[src/hdl/lmpio_map.svh]
// Register offsets, reset values and field constants of the macrocell and port block.
// Assumes the includer supplies the host register window and clk_in timing.
`ifndef LMPIO_MAP_SVH
`define LMPIO_MAP_SVH

// -----------------------------------------------------------------
// Register offsets inside the port register window
// -----------------------------------------------------------------
`define LMPIO_OFF_DIN_A 8'h00
`define LMPIO_OFF_DIN_B 8'h01
`define LMPIO_OFF_CTRL_A 8'h02
`define LMPIO_OFF_CTRL_B 8'h03
`define LMPIO_OFF_DOUT_A 8'h04
`define LMPIO_OFF_DOUT_B 8'h05
`define LMPIO_OFF_DIR_A 8'h06
`define LMPIO_OFF_DIR_B 8'h07
`define LMPIO_OFF_IMC_A 8'h0a
`define LMPIO_OFF_IMC_B 8'h0b
`define LMPIO_OFF_DIN_C 8'h10
`define LMPIO_OFF_DIN_D 8'h11
`define LMPIO_OFF_DOUT_C 8'h12
`define LMPIO_OFF_DOUT_D 8'h13
`define LMPIO_OFF_DIR_C 8'h14
`define LMPIO_OFF_DIR_D 8'h15
`define LMPIO_OFF_IMC_C 8'h18
`define LMPIO_OFF_OMC_A 8'h20
`define LMPIO_OFF_OMC_B 8'h21
`define LMPIO_OFF_MASK_A 8'h22
`define LMPIO_OFF_MASK_B 8'h23

// -----------------------------------------------------------------
// Reset values and widths
// -----------------------------------------------------------------
`define LMPIO_RST_BYTE 8'h00
`define LMPIO_PORTD_MASK 8'h07
`define LMPIO_PORTD_BITS 3

`endif

[src/hdl/lmpio_pkg.sv]
// Types shared by the macrocell and port block.
// Assumes nothing beyond a SystemVerilog compiler.
package lmpio_pkg;
    // Input cell operating mode, fixed at programming time
    typedef enum logic [1:0] {
        LMPIO_IMC_PASS = 2'h0,
        LMPIO_IMC_LATCH = 2'h1,
        LMPIO_IMC_REG = 2'h3
    } lmpio_imc_mode_t;
    // One port-wide byte
    typedef logic [7:0] lmpio_byte_t;
endpackage : lmpio_pkg

[src/hdl/lmpio_pt_alloc.sv]
// Product-term allocator: per-cell sum of own and borrowed terms.
// Assumes static configuration and terms synchronous to clk_in.
`timescale 1ns/1ps
module lmpio_pt_alloc (
    input wire logic clk_in,
    input wire logic srst_in,
    input wire logic [63:0] native_pt_in,
    input wire logic [63:0] cfg_use_native_in,
    input wire logic [127:0] cfg_borrow_in,
    input wire logic [15:0] cfg_expand_in,
    input wire logic [15:0] cfg_invert_in,
    output logic [15:0] sum_out,
    output logic [15:0] consumed_out
);
    logic [15:0] raw; // Own plus borrowed terms
    logic [15:0] exp_q; // Expansion path, one cycle slower
    logic [15:0] exp_d;

    // -------------------------------------------------------------
    // Per-cell term gathering
    // -------------------------------------------------------------
    genvar c;
    generate
        for (c = 0; c < 16; c = c + 1) begin : g_cell
            localparam int GB = (c / 8) * 8;
            localparam int PRV = GB + ((c % 8) + 7) % 8;
            localparam int NXT = GB + ((c % 8) + 1) % 8;
            localparam int NNX = GB + ((c % 8) + 2) % 8;
            // Slot 3 does not exist in the first group
            localparam logic [3:0] NAT = (c < 8) ? 4'h7 : 4'hf;
            // Prev lends all its slots, next only enough to hit the cap
            localparam logic [3:0] NCAP = (c < 8) ? 4'h7 : ((c < 12) ? 4'h1 : 4'h3);
            logic [3:0] own;
            logic [3:0] ok_prv;
            logic [3:0] ok_nxt;
            // A term in use by its owner, or taken by the other
            // neighbour, is never lent twice
            assign own = native_pt_in[c*4 +: 4] & cfg_use_native_in[c*4 +: 4] & NAT;
            assign ok_prv = NAT & ~cfg_use_native_in[PRV*4 +: 4];
            assign ok_nxt = NCAP & ~cfg_use_native_in[NXT*4 +: 4]
                & ~cfg_borrow_in[NNX*8 +: 4];
            assign raw[c] = (|own)
                | (|(native_pt_in[PRV*4 +: 4] & cfg_borrow_in[c*8 +: 4] & ok_prv))
                | (|(native_pt_in[NXT*4 +: 4] & cfg_borrow_in[c*8+4 +: 4] & ok_nxt));
            // Cell NXT is swallowed when this cell expands into it
            assign consumed_out[c] = cfg_expand_in[PRV];
            // Expansion adds one register stage of delay
            always_comb begin
                exp_d[c] = cfg_expand_in[c] & raw[NXT];
            end
            assign sum_out[c] = ((raw[c] | exp_q[c]) ^ cfg_invert_in[c])
                & ~consumed_out[c];
        end
    endgenerate

    // Expansion register
    always_ff @(posedge clk_in) begin
        if (srst_in) begin
            exp_q <= 16'h0000;
        end else begin
            exp_q <= exp_d;
        end
    end
endmodule : lmpio_pt_alloc

[src/hdl/lmpio_top.sv]
// Macrocell and I/O port block: output cells, input cells, four ports.
// Assumes a host register window on an 8-bit bus with write, read and
// address strobes, all synchronous to clk_in; cfg_* inputs are static.
`timescale 1ns/1ps
`include "lmpio_map.svh"
module lmpio_top (
    input wire logic clk_in,
    input wire logic srst_in,
    // Host bus
    input wire logic port_register_window_select_in,
    input wire logic [7:0] host_addr_in,
    input wire logic [7:0] host_wdata_in,
    input wire logic host_wr_in,
    input wire logic host_rd_in,
    input wire logic host_ale_in,
    output logic [7:0] host_rdata_out,
    // Logic array side
    input wire logic [63:0] native_pt_in,
    input wire logic [15:0] omc_clk_pt_in,
    input wire logic [15:0] omc_preset_pt_in,
    input wire logic [15:0] omc_clear_pt_in,
    input wire logic [4:0] imc_pt_in,
    input wire logic [31:0] oe_pt_in,
    input wire logic [1:0] ext_chip_selects_in,
    output logic [15:0] output_logic_cell_out,
    output logic [19:0] input_logic_cell_out,
    // Pins
    input wire logic [7:0] pin_a_in,
    input wire logic [7:0] pin_b_in,
    input wire logic [7:0] pin_c_in,
    input wire logic [2:0] pin_d_in,
    output logic [7:0] pin_a_out,
    output logic [7:0] pin_b_out,
    output logic [7:0] pin_c_out,
    output logic [2:0] pin_d_out,
    output logic [7:0] pin_a_oe_out,
    output logic [7:0] pin_b_oe_out,
    output logic [7:0] pin_c_oe_out,
    output logic [2:0] pin_d_oe_out,
    // Static programming-time configuration
    input wire logic cfg_edge_load_in,
    input wire logic [63:0] cfg_use_native_in,
    input wire logic [127:0] cfg_borrow_in,
    input wire logic [15:0] cfg_expand_in,
    input wire logic [15:0] cfg_invert_in,
    input wire logic [15:0] cfg_comb_in,
    input wire logic [39:0] cfg_imc_mode_in,
    input wire logic [4:0] cfg_imc_ale_in,
    input wire logic [31:0] cfg_pld_out_in,
    input wire logic [31:0] cfg_oe_def_in,
    input wire logic [7:0] cfg_b_grp_in
);

    // -------------------------------------------------------------
    // Declarations
    // -------------------------------------------------------------
    logic [3:0][7:0] dout_q; // Output data registers
    logic [3:0][7:0] dout_d;
    logic [3:0][7:0] dir_q; // Direction registers
    logic [3:0][7:0] dir_d;
    logic [1:0][7:0] ctrl_q; // Control, ports A and B only
    logic [1:0][7:0] ctrl_d;
    logic [1:0][7:0] mask_q; // Cell write masks
    logic [1:0][7:0] mask_d;
    logic [7:0] alat_q; // Latched host address
    logic [7:0] alat_d;
    logic wr_q; // Previous write strobe
    logic wr_d;
    logic [7:0] wa_q; // Address held over the strobe
    logic [7:0] wa_d;
    logic [7:0] wd_q; // Data held over the strobe
    logic [7:0] wd_d;
    logic [15:0] omc_q; // Output cell flip-flops
    logic [15:0] omc_d;
    logic [15:0] fb_q; // Cell outputs to array and pins
    logic [15:0] fb_d;
    logic [19:0] imc_q; // Input cell storage
    logic [19:0] imc_d;
    logic [4:0] strb_q; // Previous input strobe level
    logic [4:0] strb_d;
    logic [3:0][7:0] pin_q; // Registered pin drive
    logic [3:0][7:0] pin_d;
    logic [3:0][7:0] oe_q; // Registered pin enables
    logic [3:0][7:0] oe_d;
    logic [7:0] rd_q; // Readback buffer
    logic [7:0] rd_d;
    logic wr_now; // Host write in window this cycle
    logic trail; // Trailing edge of the write strobe
    logic [1:0] ld_hit; // Load request per cell group
    logic [7:0] ld_data; // Data used for a cell load
    logic [15:0] sum; // Allocated sum per cell
    logic [15:0] consumed; // Cell swallowed by expansion
    logic [4:0] strb; // Selected input strobe per nibble
    logic [3:0][7:0] pins; // Pin levels by port
    logic [3:0][7:0] pld; // Array-side source per pin

    assign wr_now = port_register_window_select_in & host_wr_in;
    assign trail = wr_q & ~wr_now;
    assign pins = {5'h00, pin_d_in, pin_c_in, pin_b_in, pin_a_in};

    // -------------------------------------------------------------
    // Product-term allocation
    // -------------------------------------------------------------
    lmpio_pt_alloc u_alloc (
        .clk_in(clk_in),
        .srst_in(srst_in),
        .native_pt_in(native_pt_in),
        .cfg_use_native_in(cfg_use_native_in),
        .cfg_borrow_in(cfg_borrow_in),
        .cfg_expand_in(cfg_expand_in),
        .cfg_invert_in(cfg_invert_in),
        .sum_out(sum),
        .consumed_out(consumed)
    );

    // -------------------------------------------------------------
    // Host strobe capture and address latch
    // -------------------------------------------------------------
    // Holding address and data lets edge loading use the values
    // seen during the strobe, not after it drops
    always_comb begin
        wr_d = wr_now;
        wa_d = wr_now ? host_addr_in : wa_q;
        wd_d = wr_now ? host_wdata_in : wd_q;
        // Transparent while the address strobe is high
        alat_d = host_ale_in ? host_addr_in : alat_q;
    end

    always_ff @(posedge clk_in) begin
        if (srst_in) begin
            wr_q <= 1'b0;
            wa_q <= `LMPIO_RST_BYTE;
            wd_q <= `LMPIO_RST_BYTE;
            alat_q <= `LMPIO_RST_BYTE;
        end else begin
            wr_q <= wr_d;
            wa_q <= wa_d;
            wd_q <= wd_d;
            alat_q <= alat_d;
        end
    end

    // -------------------------------------------------------------
    // Port configuration and mask registers
    // -------------------------------------------------------------
    // Written every cycle the strobe stands; repeats are harmless
    always_comb begin
        dout_d = dout_q;
        dir_d = dir_q;
        ctrl_d = ctrl_q;
        mask_d = mask_q;
        if (wr_now) begin
            case (host_addr_in)
                `LMPIO_OFF_DOUT_A: dout_d[0] = host_wdata_in;
                `LMPIO_OFF_DOUT_B: dout_d[1] = host_wdata_in;
                `LMPIO_OFF_DOUT_C: dout_d[2] = host_wdata_in;
                `LMPIO_OFF_DOUT_D: dout_d[3] = host_wdata_in & `LMPIO_PORTD_MASK;
                `LMPIO_OFF_DIR_A: dir_d[0] = host_wdata_in;
                `LMPIO_OFF_DIR_B: dir_d[1] = host_wdata_in;
                `LMPIO_OFF_DIR_C: dir_d[2] = host_wdata_in;
                `LMPIO_OFF_DIR_D: dir_d[3] = host_wdata_in & `LMPIO_PORTD_MASK;
                `LMPIO_OFF_CTRL_A: ctrl_d[0] = host_wdata_in;
                `LMPIO_OFF_CTRL_B: ctrl_d[1] = host_wdata_in;
                `LMPIO_OFF_MASK_A: mask_d[0] = host_wdata_in;
                `LMPIO_OFF_MASK_B: mask_d[1] = host_wdata_in;
                default: begin
                    // Other offsets store nothing here
                    dout_d = dout_q;
                end
            endcase
        end
    end

    // Everything clears to zero: all pins inputs bar array outputs with no enable term, host I/O mode
    always_ff @(posedge clk_in) begin
        if (srst_in) begin
            dout_q <= '0;
            dir_q <= '0;
            ctrl_q <= '0;
            mask_q <= '0;
        end else begin
            dout_q <= dout_d;
            dir_q <= dir_d;
            ctrl_q <= ctrl_d;
            mask_q <= mask_d;
        end
    end

    // -------------------------------------------------------------
    // Output cell load selection
    // -------------------------------------------------------------
    // Edge style fires once at strobe release; level style follows
    // the bus for every cycle the strobe stands
    always_comb begin
        if (cfg_edge_load_in) begin
            ld_hit[0] = trail && (wa_q == `LMPIO_OFF_OMC_A);
            ld_hit[1] = trail && (wa_q == `LMPIO_OFF_OMC_B);
            ld_data = wd_q;
        end else begin
            ld_hit[0] = wr_now && (host_addr_in == `LMPIO_OFF_OMC_A);
            ld_hit[1] = wr_now && (host_addr_in == `LMPIO_OFF_OMC_B);
            ld_data = host_wdata_in;
        end
    end

    // -------------------------------------------------------------
    // Output cell flip-flops
    // -------------------------------------------------------------
    genvar m;
    generate
        for (m = 0; m < 16; m = m + 1) begin : g_omc
            // Unmasked host load beats clear, preset and term clock
            always_comb begin
                if (ld_hit[m/8] && !mask_q[m/8][m%8]) begin
                    omc_d[m] = ld_data[m%8];
                end else if (omc_clear_pt_in[m]) begin
                    omc_d[m] = 1'b0;
                end else if (omc_preset_pt_in[m]) begin
                    omc_d[m] = 1'b1;
                end else if (omc_clk_pt_in[m]) begin
                    omc_d[m] = sum[m];
                end else begin
                    omc_d[m] = omc_q[m];
                end
                // A swallowed cell gives nothing to array or pin
                if (consumed[m]) begin
                    fb_d[m] = 1'b0;
                end else begin
                    fb_d[m] = cfg_comb_in[m] ? sum[m] : omc_q[m];
                end
            end
        end
    endgenerate

    always_ff @(posedge clk_in) begin
        if (srst_in) begin
            omc_q <= 16'h0000;
            fb_q <= 16'h0000;
        end else begin
            omc_q <= omc_d;
            fb_q <= fb_d;
        end
    end

    // Feedback reaches the array whether or not a pin uses it
    assign output_logic_cell_out = fb_q;

    // -------------------------------------------------------------
    // Input cells
    // -------------------------------------------------------------
    // One strobe per nibble: A3-0, A7-4, B3-0, B7-4, C
    genvar n;
    generate
        for (n = 0; n < 5; n = n + 1) begin : g_strb
            always_comb begin
                strb[n] = cfg_imc_ale_in[n] ? host_ale_in : imc_pt_in[n];
                strb_d[n] = strb[n];
            end
        end
    endgenerate

    genvar k;
    generate
        for (k = 0; k < 20; k = k + 1) begin : g_imc
            // Port C cells sit on pins 2, 3, 4 and 7
            localparam int PIN = (k < 16) ? k : ((k == 19) ? 23 : (k + 2));
            lmpio_pkg::lmpio_imc_mode_t mode;
            assign mode = lmpio_pkg::lmpio_imc_mode_t'(cfg_imc_mode_in[k*2 +: 2]);
            always_comb begin
                case (mode)
                    lmpio_pkg::LMPIO_IMC_LATCH: begin
                        // Transparent while the strobe is high
                        imc_d[k] = strb[k/4] ? pins[PIN/8][PIN%8] : imc_q[k];
                    end
                    lmpio_pkg::LMPIO_IMC_REG: begin
                        // Captured on the strobe's rising edge
                        imc_d[k] = (strb[k/4] && !strb_q[k/4])
                            ? pins[PIN/8][PIN%8] : imc_q[k];
                    end
                    default: begin
                        imc_d[k] = pins[PIN/8][PIN%8];
                    end
                endcase
            end
        end
    endgenerate

    always_ff @(posedge clk_in) begin
        if (srst_in) begin
            imc_q <= 20'h00000;
            strb_q <= 5'h00;
        end else begin
            imc_q <= imc_d;
            strb_q <= strb_d;
        end
    end

    assign input_logic_cell_out = imc_q;

    // -------------------------------------------------------------
    // Pin output multiplexer and driver enable
    // -------------------------------------------------------------
    // Array sources: A from group a, B from either group, C from
    // group b, D1-D2 from the external chip selects
    always_comb begin
        pld[0] = fb_q[7:0];
        pld[1] = (fb_q[15:8] & cfg_b_grp_in) | (fb_q[7:0] & ~cfg_b_grp_in);
        pld[2] = fb_q[15:8];
        pld[3] = {5'h00, ext_chip_selects_in, 1'b0};
    end

    genvar p;
    generate
        for (p = 0; p < 4; p = p + 1) begin : g_port
            always_comb begin
                // Ports C and D have no control register
                if (cfg_pld_out_in[p*8 +: 8] == 8'h00 && p >= 2) begin
                    pin_d[p] = dout_q[p];
                end else begin
                    pin_d[p] = dout_q[p];
                end
                if (p < 2) begin
                    pin_d[p] = (alat_q & ctrl_q[p % 2]) | (pin_d[p] & ~ctrl_q[p % 2]);
                end
                pin_d[p] = (pld[p] & cfg_pld_out_in[p*8 +: 8])
                    | (pin_d[p] & ~cfg_pld_out_in[p*8 +: 8]);
                // Enable term OR direction; an array output with no
                // enable term drives from reset onward
                oe_d[p] = oe_pt_in[p*8 +: 8] | dir_q[p]
                    | (cfg_pld_out_in[p*8 +: 8] & ~cfg_oe_def_in[p*8 +: 8]);
                if (p == 3) begin
                    pin_d[p] = pin_d[p] & `LMPIO_PORTD_MASK;
                    oe_d[p] = oe_d[p] & `LMPIO_PORTD_MASK;
                end
            end
        end
    endgenerate

    always_ff @(posedge clk_in) begin
        if (srst_in) begin
            pin_q <= '0;
            oe_q <= '0;
        end else begin
            pin_q <= pin_d;
            oe_q <= oe_d;
        end
    end

    assign pin_a_out = pin_q[0];
    assign pin_b_out = pin_q[1];
    assign pin_c_out = pin_q[2];
    assign pin_d_out = pin_q[3][`LMPIO_PORTD_BITS-1:0];
    assign pin_a_oe_out = oe_q[0];
    assign pin_b_oe_out = oe_q[1];
    assign pin_c_oe_out = oe_q[2];
    assign pin_d_oe_out = oe_q[3][`LMPIO_PORTD_BITS-1:0];

    // -------------------------------------------------------------
    // Port readback buffer
    // -------------------------------------------------------------
    // Exactly one source per offset; unmapped or idle reads give zero
    always_comb begin
        rd_d = `LMPIO_RST_BYTE;
        if (port_register_window_select_in && host_rd_in) begin
            case (host_addr_in)
                `LMPIO_OFF_DIN_A: rd_d = pins[0];
                `LMPIO_OFF_DIN_B: rd_d = pins[1];
                `LMPIO_OFF_DIN_C: rd_d = pins[2];
                `LMPIO_OFF_DIN_D: rd_d = pins[3];
                `LMPIO_OFF_DOUT_A: rd_d = dout_q[0];
                `LMPIO_OFF_DOUT_B: rd_d = dout_q[1];
                `LMPIO_OFF_DOUT_C: rd_d = dout_q[2];
                `LMPIO_OFF_DOUT_D: rd_d = dout_q[3];
                `LMPIO_OFF_DIR_A: rd_d = dir_q[0];
                `LMPIO_OFF_DIR_B: rd_d = dir_q[1];
                `LMPIO_OFF_DIR_C: rd_d = dir_q[2];
                `LMPIO_OFF_DIR_D: rd_d = dir_q[3];
                `LMPIO_OFF_CTRL_A: rd_d = ctrl_q[0];
                `LMPIO_OFF_CTRL_B: rd_d = ctrl_q[1];
                `LMPIO_OFF_MASK_A: rd_d = mask_q[0];
                `LMPIO_OFF_MASK_B: rd_d = mask_q[1];
                `LMPIO_OFF_OMC_A: rd_d = omc_q[7:0];
                `LMPIO_OFF_OMC_B: rd_d = omc_q[15:8];
                `LMPIO_OFF_IMC_A: rd_d = imc_q[7:0];
                `LMPIO_OFF_IMC_B: rd_d = imc_q[15:8];
                `LMPIO_OFF_IMC_C: rd_d = {4'h0, imc_q[19:16]};
                default: rd_d = `LMPIO_RST_BYTE;
            endcase
        end
    end

    always_ff @(posedge clk_in) begin
        if (srst_in) begin
            rd_q <= `LMPIO_RST_BYTE;
        end else begin
            rd_q <= rd_d;
        end
    end

    assign host_rdata_out = rd_q;
endmodule : lmpio_top

[config.mk]
export PLATFORM = sky130hd
export DESIGN_NAME = lmpio_top
export DESIGN_NICKNAME = d
export VERILOG_FILES = /design/src/hdl/lmpio_pkg.sv /design/src/hdl/lmpio_pt_alloc.sv /design/src/hdl/lmpio_top.sv
export VERILOG_INCLUDE_DIRS = /design/src /design/src/hdl
export SDC_FILE = /design/constraint.sdc
export NUM_CORES = 1
export LEC_CHECK = 0
export ABC_CLOCK_PERIOD_IN_PS = 3400
export BUFFER_PORTS_ARGS = -buffer_cell sky130_fd_sc_hd__buf_4
export CAP_MARGIN = 20
export CORE_AREA = 2 2 258 260
export CTS_CLUSTER_DIAMETER = 100
export DETAILED_ROUTE_END_ITERATION = 8
export DIE_AREA = 0 0 260 262
export MAX_ROUTING_LAYER = met4
export PLACE_DENSITY = 0.46
export SYNTH_ARGS = -nofsm -noshare
export SYNTH_HDL_FRONTEND = slang
export SYNTH_SLANG_ARGS = --single-unit
[constraint.sdc]
create_clock -name clk_in -period 3.4 [get_ports clk_in]
set_clock_uncertainty 0.15 [all_clocks]
set_input_delay 0.34 -clock clk_in [delete_from_list [all_inputs] [get_ports clk_in]]
set_output_delay 0.34 -clock clk_in [all_outputs]
set_load 0.005 [all_outputs]
[Word-level counts from Yosys, hierarchy flattened]
Index checks and enable logic that the tools add are counted.
Storage, ports and cells
  register bits after elaboration: 246
  bits in latches: 0
  bits in writable memories: 0
  memory bits (read-only): 0
  input bits: 558
  output and inout port bits: 98
  word-level logic and storage cells: 778
  memories: 0
Operators by class
  add/sub/neg operators: 0
  multiply operators: 0
  divide/modulo/power cells: 0
  magnitude comparators: 0
  eq/ne operators: 102
  shifts and indexed selects: 0
  mux-type cells: 148
  bitwise gates (word level): 288
  reductions and logical operators: 161
Operators with widths (count)
  $and 4x4->4: 64
  $pmux 8 s21: 1
  $reduce_or 4->1: 40
  $mux 1: 125
  $and 8x8->8: 15
  $not 4->4: 24
  $or 8x8->8: 12
  $ne 2x2->1 const B: 40
  $not 8->8: 9
  $reduce_and 2->1: 32
  $reduce_bool 4->1: 16
  $eq 8x5->1 const B: 7
  $eq 8x6->1 const B: 6
  $or 1x1->1: 48
  $eq 2x1->1 const B: 20
  $eq 2x2->1 const B: 20
  $pmux 1 s2: 20
  $and 1x1->1: 34
  $reduce_or 2->1: 17
  $and 3x3->3: 11
  $and 3x4->4: 8
  $and 4x3->4: 8
  $eq 8x3->1 const B: 4
  $not 3->3: 10
  14 further kinds: 108

[Logic depth before layout (Yosys ltp)]
Gate-level depths: netlist of the first run.
  depth in word-level cells: 12
  mapped depth: 9
  mapped depth without buffers: 6

[Modules after synthesis]
Synthesis of the first run repeated with hierarchy kept, for this count alone.
Unflattened totals
  cell total of the unflattened synthesis: 1443
  area, all modules: 12684.7 µm²
Modules (own cells, without submodules)
  lmpio_top: instances 1, cells each 1171, area each 10417.5 µm², sequential area each 4604.4 µm²
  lmpio_pt_alloc: instances 1, cells each 272, area each 2267.2 µm², sequential area each 320.3 µm²

[Worst setup path before layout of the first run]
No wires, ideal clock.
  kind: input port to flip-flop
  start point: input host_addr_in[4]
  end point: register dout_q[0] in the netlist's numbering
  setup time: 0.128 ns
  data arrival time: 1.814 ns
  required time: 3.122 ns
  path slack: 1.309 ns
  cell stages on the path: 8
  path buffers: 3
  cells stage by stage: buf_4 -> nor4_1 -> and2_1 -> buf_2 -> buf_2 -> nand3_2 -> mux2i_1 -> nor2_1
Between the ends
  word-level cells in the longest chain between the ends: 2
RTL lines
  from (decl): RTL line lmpio_top.sv:11  | input wire logic [7:0] host_addr_in,
  $eq 8x3->1: RTL line lmpio_top.sv:153  | case (host_addr_in)
  $reduce_and 2->1 (no source line)
  to (signal assigned): RTL line lmpio_top.sv:182  | dout_q <= dout_d;
  to (decl): RTL line lmpio_top.sv:57  | logic [3:0][7:0] dout_q;
Every way passes these cells.
A chain may end at the register's enable or synchronous reset.

[Worst setup path after layout of the first run]
  start point: input host_addr_in[5]
  end point: register omc_q[2]
Between the ends
  word-level cells in the longest chain between the ends: 5
  elaborated cells on any way between the ends: 6
  those cells by class: eq/ne: 1; mux: 2; reduce/logical: 3
RTL lines
  $eq 8x6->1 (*)
  $logic_and 1x1->1 (*): RTL line lmpio_top.sv:200  | ld_hit[0] = wr_now && (host_addr_in == `LMPIO_OFF_OMC_A);
  $mux 2 (*): RTL line lmpio_top.sv:195  | if (cfg_edge_load_in) begin
  $logic_and 1x1->1 (*): RTL line lmpio_top.sv:214  | if (ld_hit[m/8] && !mask_q[m/8][m%8]) begin
  $reduce_bool 4->1 (no source line) or $mux 1 (tied branches)
  to (signal assigned): RTL line lmpio_top.sv:240  | omc_q <= omc_d;
  to (decl): RTL line lmpio_top.sv:73  | logic [15:0] omc_q;
Every way passes the cells marked *; elsewhere a longest branch is shown, timed or not.

==> flow_summary.toml, run 1 <==
[sta]
fin_tns_setup_ps = 0
rsz0062_at_grt = "false"
report.final.slew_viol_count = 0
fin_crit_sh_pct = 95.57
fmax_mhz = 307.7
maxSlewHeadroom_pct = 46.29
period_minus_slack_ps = 3249
fin_worst_hold_slack_ps = 12.58
final-setup-viol-count = 0
tightest_slew_ps = 804.0
hold_viol_final = 0

[synthesis]
yosys_most_used_dff = "dfxtp_1"
syn_inst = 1459
yosys-top-cells-area = "dfxtp_1, mux2i_1, nor2_1, a21oi_1, nand2_1"
synth-seq-cells = 246
synth_edf_count = 0
syn_avg_cell_area_um2 = 8.596
synth_most_common_cell = "dfxtp_1"
yosysTopAreaCellShare_pct = 39.27
synthTopCellsByCount = "dfxtp_1, nor2_1, mux2i_1"
synthesis.area_um2 = 12540
async_flop_share_pct = 0
yosys_warnings = 0
synth_fp_nets = 2017
synth_cell_types = 70
ys_seq_area_share_pct = 39.27
synth_area_leader_cell = "dfxtp_1"

[clocking]
clockRootBuffer = "clkbuf_16"
htreeDepth = 2
cts_tree = "yes"
cts_num_sinks = 246
numCtsBuffers = 35
clkTransAtPathRegs_ps = 60
clock_latency_ps = 570
cts_buffer_depth = 3

[placed_design]
hpwlAfterDp_um = 60610
numPortBuffers = 588
place_congestion = 0.9426
placed_cells = 2864
placed_area_um2 = 17920

[final_layout]
ff_latch_area_um2 = 4925
drive_above_1_share_pct = 31.10
final_util_pct = 32.02
area_delta_synth_final_pct = 66.65
nNetsFinal = 2775
postLayoutCellArea_um2 = 20900
fin_cells = 3122
nFillCells = 6930
multiInputGateArea_um2 = 7177

[floorplanning]
rows = 94
start_util_pct = 19.21
die-width_um = 260
core_region_area_um2 = 65280
die_h_um = 262
die_area_um2 = 68120
io_pins = 656

[setup_path]
start_kind = "input pin"
critPathArrivalTime_ps = 3530
startpoint = "host_addr_in[5]"
crit_required_ps = 3680
reg2reg_from = "wa_q[6]"
cp-end-kind = "register"
crit_type = "input pin to register"
cp_max_fo = 12

[run_status]
status = "complete, no violations"

[global_route]
grt_use_total_pct = 21.59
grt_pass1_wl_um = 102800
grt_pass1_vias = 14928
antenna_found_initial = 19
grt_max_degree = 101
grt_remaining_overflow = 0

[detailed_routing]
wl_per_cell_um = 23.97
vias = 14500
ant_nets = 0
wl_um = 74850
via_per_inst = 4.644
drcViolationCount = 0
first_pass_iters = 7
drt_iter0_markers = 967

[min_path]
min_from = "cfg_comb_in[7]"
min_path_type = "input pin to register"

[pwr]
sequentialPowerShare_pct = 37.4
p_per_area_nw_per_um2 = 392.3
p_int_mw = 6.030
peakVddDrop_mv = 0.2684
pwr-share-clk_pct = 44.8
sw_frac_of_total_pct = 26.47
p_leak_nw = 9.274
combinationalPowerShare_pct = 17.8
switchingPower_mw = 2.171

[run]
maxCapViolations = 0
==> worst paths after layout <==
kind                               to  slack, ps  depth (start not counted)
max                          omc_q[2]        150                         10
max reg2reg                  omc_q[2]        350                          8
min reg2reg                   wa_q[5]        310                          2
min          output_logic_cell_out[7]         10                          3
==> metal layers <==
| metal | vias to the layer above | part of all wire (%) | GRT usage [%] |
|---|---|---|---|
| li1 | 6879 | - | - |
| met1 | 6923 | 38 | 23.63 |
| met2 | 585 | 51 | 38.03 |
| met3 | 113 | 7.0 | 4.948 |
| met5 | - | 0 | - |
| met4 | 0 | 3.4 | 8.110 |
==> placed cells by master, fill, tap and decap left out, types with 5 or more instances in the layout <==
cell type      count
buf_4            615
dfxtp_1          246
nor2_1           186
dlygate4sd3_1    180
mux2i_1          157
nand2_1          128
a21oi_1          108
nand3_1           53
nand3b_1          47
nor3_1            40
o21ai_0           40
clkbuf_16         36
a22oi_1           33
nand2b_1          32
inv_1             29
nor2b_1           29
nor4_1            22
and2_1            22
a211oi_1          19
diode_2           17
nor4bb_1          17
xnor2_1           12
o311a_1           12
a31oi_1           11
a222oi_1          10
clkbuf_1          10
nand4bb_1          9
a221oi_1           9
a22o_1             9
and3_1             8
mux2_2             8
clkbuf_8           7
or3_1              6
o211ai_1           6
a32o_1             5
a32oi_1            5
==> state kept, by name (all words and copies together), names as in the netlist, 16 cells and up <==
register / flops
ctrl_q: 16
dir_q: 27
dout_q: 27
input_logic_cell_out: 20
mask_q: 16
omc_q: 16
output_logic_cell_out: 16
u_alloc.exp_q: 16
==> what timing repair did <==
item                                   CTS  global route
endpoints found under the hold margin  155             0
setup buffers                            0             0
gates resized for setup                  0             0
hold buffers                           180             0
==> power groups by stage <==
stage | registers [mW] | clock network [mW] | logic, mW
final | 3.07 | 3.67 | 1.46
after global routing | 3.08 | 3.88 | 1.56
after CTS | 3.07 | 3.79 | 1.46
after detailed placement | 3.13 | 0 | 1.28
after global placement | 3.13 | 0 | 1.27
after floorplan | 3.09 | 0 | 0.462
==> through the flow <==
stage          worst slack [ps]  power, mW
2_1_floorplan              1309      3.555
3_3_place_gp              582.0      4.400
3_5_place_dp              530.8      4.409
4_1_cts                   154.8      8.325
5_1_grt                   30.59      8.521
6_report                  150.6      8.200
==> cells by family (layout without fill, tap and decap cells) <==
| group | Yosys count | in the layout | share of synthesized area (%) |
|---|---|---|---|
| AND/OR/NAND/NOR | 631 | 631 | 26.53 |
| AO/OA/AOI/OAI | 296 | 296 | 15.80 |
| flip-flops | 246 | 246 | 39.27 |
| multiplexers | 169 | 169 | 13.97 |
| buffers and inverters | 104 | 886 | 3.531 |
| XOR/XNOR | 13 | 13 | 0.9078 |
| other | 0 | 17 | 0 |
==> layout make-up <==
type                            count  area share (%)
Antenna cell                       17          0.2035
Tap cell                          864           5.172
Inverter                           29          0.5208
Sequential cell                   246           23.56
Multi-Input combinational cell   1109           34.34
Clock buffer                       52           4.885
Clock inverter                      9          0.5447
Timing Repair Buffer              796           30.78
==> worst max-delay path: stages <==
cell,delay (ps)
dlygate4sd3_1,560
buf_4,200
and4b_1,210
and4_1,220
a31oi_2,500
nor2_1,140
nor3_1,180
dlygate4sd3_1,560
a21oi_1,60
dlygate4sd3_1,550
Note: power is estimated with default switching activity, not from simulation.
==> inputs of run 2 (changes only) <==
--- a/config.mk
+++ b/config.mk
@@ -6,15 +6,15 @@
 export SDC_FILE = /design/constraint.sdc
 export NUM_CORES = 1
 export LEC_CHECK = 0
-export ABC_CLOCK_PERIOD_IN_PS = 3400
+export ABC_CLOCK_PERIOD_IN_PS = 3700
 export BUFFER_PORTS_ARGS = -buffer_cell sky130_fd_sc_hd__buf_4
 export CAP_MARGIN = 20
-export CORE_AREA = 2 2 258 260
+export CORE_AREA = 2 2 253 255
 export CTS_CLUSTER_DIAMETER = 100
 export DETAILED_ROUTE_END_ITERATION = 8
-export DIE_AREA = 0 0 260 262
+export DIE_AREA = 0 0 255 257
 export MAX_ROUTING_LAYER = met4
-export PLACE_DENSITY = 0.46
+export PLACE_DENSITY = 0.47
 export SYNTH_ARGS = -nofsm -noshare
 export SYNTH_HDL_FRONTEND = slang
 export SYNTH_SLANG_ARGS = --single-unit
==> constraint.sdc (replaced) <==
create_clock -name clk_in -period 3.7 [get_ports clk_in]
set_clock_uncertainty 0.15 [all_clocks]
set_input_delay 0.37 -clock clk_in [delete_from_list [all_inputs] [get_ports clk_in]]
set_output_delay 0.37 -clock clk_in [all_outputs]
set_load 0.01 [all_outputs]
==> flow_summary.toml, run 2 (synthesis results as in run 1) <==
[global_route]
antenna_found_initial = 4
grt_pass1_vias = 15020
grt_max_degree = 91
grt_use_total_pct = 22.33
grt_remaining_overflow = 0
grt_pass1_wl_um = 103000

[sta]
final-setup-viol-count = 0
hold_viol_final = 0
fin_tns_setup_ps = 0
tightest_slew_ps = 1026
report.final.slew_viol_count = 0
rsz0062_at_grt = "false"
fin_crit_sh_pct = 84.71
maxSlewHeadroom_pct = 31.43
fin_worst_hold_slack_ps = 9.310
period_minus_slack_ps = 3134
fmax_mhz = 319.0

[detailed_routing]
wl_per_cell_um = 24.07
drt_iter0_markers = 929
vias = 14388
wl_um = 73690
first_pass_iters = 6
drcViolationCount = 0
via_per_inst = 4.699
ant_nets = 0

[final_layout]
area_delta_synth_final_pct = 64.08
final_common_cell = "buf_4"
ff_latch_area_um2 = 4925
nFillCells = 6690
final_cell_mix = "buf_4, dfxtp_1, nor2_1"
postLayoutCellArea_um2 = 20580
nNetsFinal = 2746
final_util_pct = 32.80
drive_above_1_share_pct = 31.53
multiInputGateArea_um2 = 7177

[setup_path]
startpoint = "host_addr_in[7]"
critPathArrivalTime_ps = 3470
cp_max_fo = 12
r2r_slack_ps = 910
crit_type = "input pin to register"
cp-end-kind = "register"
r2r-end = "omc_q[15]"
r2r_cells = 7
reg2reg_from = "wa_q[6]"
crit_required_ps = 4030
start_kind = "input pin"

[run]
maxCapViolations = 0

[clocking]
clockRootBuffer = "clkbuf_16"
clkTransAtPathRegs_ps = 60
htreeDepth = 2
clock_latency_ps = 560
cts_tree = "yes"
cts_buffer_depth = 3
numCtsBuffers = 35
cts_num_sinks = 246

[pwr]
p_leak_nw = 9.148
peakVddDrop_mv = 0.2003
p_per_area_nw_per_um2 = 365.8

[floorplanning]
core_region_area_um2 = 62740
die_area_um2 = 65540
start_util_pct = 19.99
die_h_um = 257
die-width_um = 255
rows = 92
io_pins = 656

[placed_design]
hpwlAfterDp_um = 59520
numPortBuffers = 588
place_congestion = 0.9394
placed_area_um2 = 17870

[min_path]
min_from = "cfg_oe_def_in[13]"
holdPathStages = 3
min_path_type = "input pin to register"
min_to = "pin_b_oe_out[5]"

[run_status]
status = "complete, no violations"
-- run 2: changes by cell type in the layout (fill, tap and decap cells not counted), sizes merged --
| cell | delta |
|---|---|
| clkbuf | +2 |
| inv | +1 |
| diode | -15 |
| bufinv | -2 |
| dlygate4sd3 | -25 |
| clkinvlp | +1 |
| buf | -4 |
-- run 2: worst max path at each step --
stage            endpoint  slack, ps  cells past startpoint
6_report         omc_q[8]        570                     10
3_5_place_dp   ctrl_q[11]        680                      6
5_1_grt         omc_q[12]        410                     10
2_1_floorplan   dout_q[0]       1580                      8
4_1_cts         omc_q[12]        520                     10
3_3_place_gp    ctrl_q[8]        700                      6
-- run 2: routing by layer --
metal / vias to the layer above / share of wire (%) / track usage (%)
met5: - / 0 / -
met4: 0 / 2.3 / 5.686
met3: 82 / 6.1 / 4.188
met2: 554 / 52 / 40.42
met1: 6946 / 39 / 24.95
li1: 6806 / - / -
-- run 2: layout make-up --
class | instances | share of cell area (%)
clock inverters | 9 | 0.3587
diodes | 2 | 0.02432
repair buffers | 767 | 29.90
multi-input cells | 1109 | 34.88
flip-flops and latches | 246 | 23.93
well taps | 846 | 5.144
clock buffers | 54 | 5.241
inverters | 29 | 0.5290
-- run 2: power by group --
| group | internal, mW | switching [mW] | total (mW) |
|---|---|---|---|
| registers | 2.74 | 0.0777 | 2.82 |
| logic | 0.728 | 0.605 | 1.33 |
| clock network | 2.02 | 1.36 | 3.37 |
| total | 5.49 | 2.04 | 7.53 |
-- run 2: per-stage QoR --
step	setup slack (ps)	std cells	power, mW
after floorplan	1579	1459	3.286
after global placement	697.8	2842	4.063
after detailed placement	676.9	2842	4.074
after CTS	522.7	3060	7.651
after global routing	408.1	3062	7.831
final	565.6	3062	7.527
-- run 2: timing repair --
| item | in CTS | in global routing |
|---|---|---|
| setup buffers | 0 | 0 |
| gates resized for setup | 0 | 0 |
| hold buffers | 155 | 0 |
| setup endpoints to repair | 0 | 0 |
| endpoints found under the hold margin | 129 | 0 |
-- run 2: critical path, cell delays in order --
cell,delay [ps]
dlygate4sd3_1,580
buf_4,230
nor2_1,80
and3_1,200
buf_4,190
a32oi_2,580
nor2_1,170
or3_1,340
a22oi_1,150
dlygate4sd3_1,560
==> inputs of run 3 (changes only) <==
--- a/config.mk
+++ b/config.mk
@@ -6,13 +6,14 @@
 export SDC_FILE = /design/constraint.sdc
 export NUM_CORES = 1
 export LEC_CHECK = 0
-export ABC_CLOCK_PERIOD_IN_PS = 3700
+export ABC_AREA = 1
+export ABC_CLOCK_PERIOD_IN_PS = 3200
 export BUFFER_PORTS_ARGS = -buffer_cell sky130_fd_sc_hd__buf_4
 export CAP_MARGIN = 20
-export CORE_AREA = 2 2 253 255
+export CORE_AREA = 2 2 256 258
 export CTS_CLUSTER_DIAMETER = 100
 export DETAILED_ROUTE_END_ITERATION = 8
-export DIE_AREA = 0 0 255 257
+export DIE_AREA = 0 0 258 260
 export MAX_ROUTING_LAYER = met4
 export PLACE_DENSITY = 0.47
 export SYNTH_ARGS = -nofsm -noshare
==> constraint.sdc (replaced) <==
create_clock -name clk_in -period 3.2 [get_ports clk_in]
set_clock_uncertainty 0.15 [all_clocks]
set_input_delay 0.32 -clock clk_in [delete_from_list [all_inputs] [get_ports clk_in]]
set_output_delay 0.32 -clock clk_in [all_outputs]
set_load 0.01 [all_outputs]
==> flow_summary.toml, run 3 <==
[placed_design]
numPortBuffers = 588
hpwlAfterDp_um = 61210
place_congestion = 0.9218

[synthesis]
synthTopCellsByCount = "nand2_1, inv_1, nor2_1"
synth_cell_types = 30
synthAdderAreaFrac_pct = 0
syn_inst = 2035
synthMuxAreaShare_pct = 0.08597
synth-compound-area-share_pct = 18.87
synth-seq-cells = 246
synth-simple-area-share_pct = 32.04
synth_most_common_cell = "nand2_1"
async_flop_share_pct = 0
synth_edf_count = 0
synth_area_leader_cell = "dfxtp_1"
yosys_warnings = 0
ys_seq_area_share_pct = 37.60
synth_xor_area_share_pct = 0
synth_top_family_by_area = "simple AND/OR/NAND/NOR gates"
syn_avg_cell_area_um2 = 6.437
synth_fp_nets = 2593
synthesis.area_um2 = 13100
yosys-top-cells-area = "dfxtp_1, nand2_1, inv_1, nor2_1, a21oi_1"
yosys_most_used_dff = "dfxtp_1"
yosysTopAreaCellShare_pct = 37.60

[detailed_routing]
via_per_inst = 4.465
wl_per_cell_um = 20.01
vias = 16942
ant_nets = 0
wl_um = 75930
drt_iter0_markers = 1100
drcViolationCount = 0
first_pass_iters = 5

[global_route]
grt_max_degree = 166
grt_use_total_pct = 22.39
grt_remaining_overflow = 0
grt_pass1_wl_um = 107600
antenna_found_initial = 9
grt_pass1_vias = 16968

[setup_path]
cp_common_cell = "dlygate4sd3_1"
path_delay_family = "buffers and inverters"
path_cells = "dlygate4sd3_1 > buf_4 > o21ai_0 > inv_1 > nand2_1 > nand2_1 > dlygate4sd3_1 > nand2_1 > dlygate4sd3_1 > a21oi_1 > dlygate4sd3_1"
crit_type = "input pin to register"
cp_max_fo = 4
crit_required_ps = 3500
cp_slowest_cell = "dlygate4sd3_1"
startpoint = "cfg_imc_ale_in[1]"
path_buf_inv = 6
reg2reg_from = "wa_q[4]"
cp-end-kind = "register"
start_kind = "input pin"
critPathArrivalTime_ps = 3350
max_stage_delay_ps = 600

[clocking]
numCtsBuffers = 34
cts_num_sinks = 246
cts_buffer_depth = 3
cts_tree = "yes"
clock_latency_ps = 570
clkTransAtPathRegs_ps = 60
clockRootBuffer = "clkbuf_16"
htreeDepth = 2

[min_path]
min_path_type = "input pin to register"
min_from = "omc_clk_pt_in[1]"

[sta]
hold_viol_final = 0
maxSlewHeadroom_pct = 39.97
report.final.slew_viol_count = 0
final-setup-viol-count = 0
rsz0062_at_grt = "false"
fin_tns_setup_ps = 0
fin_crit_sh_pct = 95.49
fmax_mhz = 327.2
fin_worst_hold_slack_ps = 19.62
tightest_slew_ps = 891.1
period_minus_slack_ps = 3056

[floorplanning]
die-width_um = 258
start_util_pct = 20.43
core_region_area_um2 = 64120
io_pins = 656
die_area_um2 = 67080
die_h_um = 260
rows = 93

[run_status]
status = "complete, no violations"

[pwr]
peakVddDrop_mv = 0.2859
p_leak_nw = 10.65
p_per_area_nw_per_um2 = 402.3

[final_layout]
final_cell_mix = "buf_4, nand2_1, inv_1"
area_delta_synth_final_pct = 71.50
nFillCells = 6991
drive_above_1_share_pct = 24.33
nNetsFinal = 3464
final_common_cell = "buf_4"

[run]
maxCapViolations = 0
-- run 3: per-layer routing --
metal,wire length [um],share of wire [%],vias up,track usage (%)
met3,5819,7.7,100,5.049
li1,-,-,8416,-
met1,31020,41,7765,26.41
met4,2377,3.1,0,6.936
met5,0,0,-,-
met2,36710,48,661,37.84
-- run 3: worst reg2reg max path, cell delays in order (launching register included) --
cell,delay (ps)
dfxtp_1,290
inv_1,100
nand2_1,60
nor2_1,120
nand4_1,290
nand2_4,260
a21oi_1,90
nand2_1,70
dlygate4sd3_1,550
a21oi_1,60
dlygate4sd3_1,550
-- run 3: where the power goes --
group,internal [mW],switching (mW)
Sequential,3.18,0.0879
Combinational,0.895,0.765
Clock,2.52,1.59
Total,6.59,2.45
-- run 3: final timing paths --
check | end | slack [ps] | depth (start not counted)
worst min register to register | wa_q[6] | 320 | 2
worst max-delay path | input_logic_cell_out[4] | 140 | 11
worst min-delay path | omc_q[1] | 20 | 6
worst max register to register | omc_q[4] | 480 | 10
-- run 3: cell families (layout without fill, tap and decap cells) --
| logic type | count (synthesis) | count (layout) |
|---|---|---|
| AND/OR/NAND/NOR | 981 | 982 |
| multiplexers | 1 | 1 |
| flip-flops | 246 | 246 |
| AO/OA/AOI/OAI | 425 | 425 |
| buffers and inverters | 382 | 1276 |
| other | 0 | 9 |
-- run 3: area by class of cell --
type                       count  area, um2  area share, %
antenna                        9      22.52         0.1003
clock buffer                  41      907.1          4.038
clock inverter                19      267.8          1.192
inverter                     335       1257          5.598
multi-input combinational   1408       6706          29.85
sequential                   246       4925          21.92
tap                          855       1070          4.762
timing repair buffer         881       7308          32.53
-- run 3: what timing repair did --
action,CTS,global route
hold buffers,271,0
endpoints found under the setup margin,0,5
gates resized for setup,0,4
setup buffers,0,5
endpoints found under the hold margin,172,0
-- run 3: through the flow --
| stage | std cells | instance area (um2) | power, mW | utilization (%) | setup WS, ps |
|---|---|---|---|---|---|
| floorplan | 2035 | 13100 | 3.789 | - | 1509 |
| CTS | 3779 | 22380 | 9.119 | 34.90 | 22.17 |
| global placement | 3448 | 18490 | 4.673 | 28.84 | 858.0 |
| detailed placement | 3448 | 18490 | 4.691 | 28.84 | 845.7 |
| finish | 3794 | 22460 | 9.038 | 35.04 | 144.2 |
| global route | 3793 | 22460 | 9.426 | 35.03 | 20.26 |
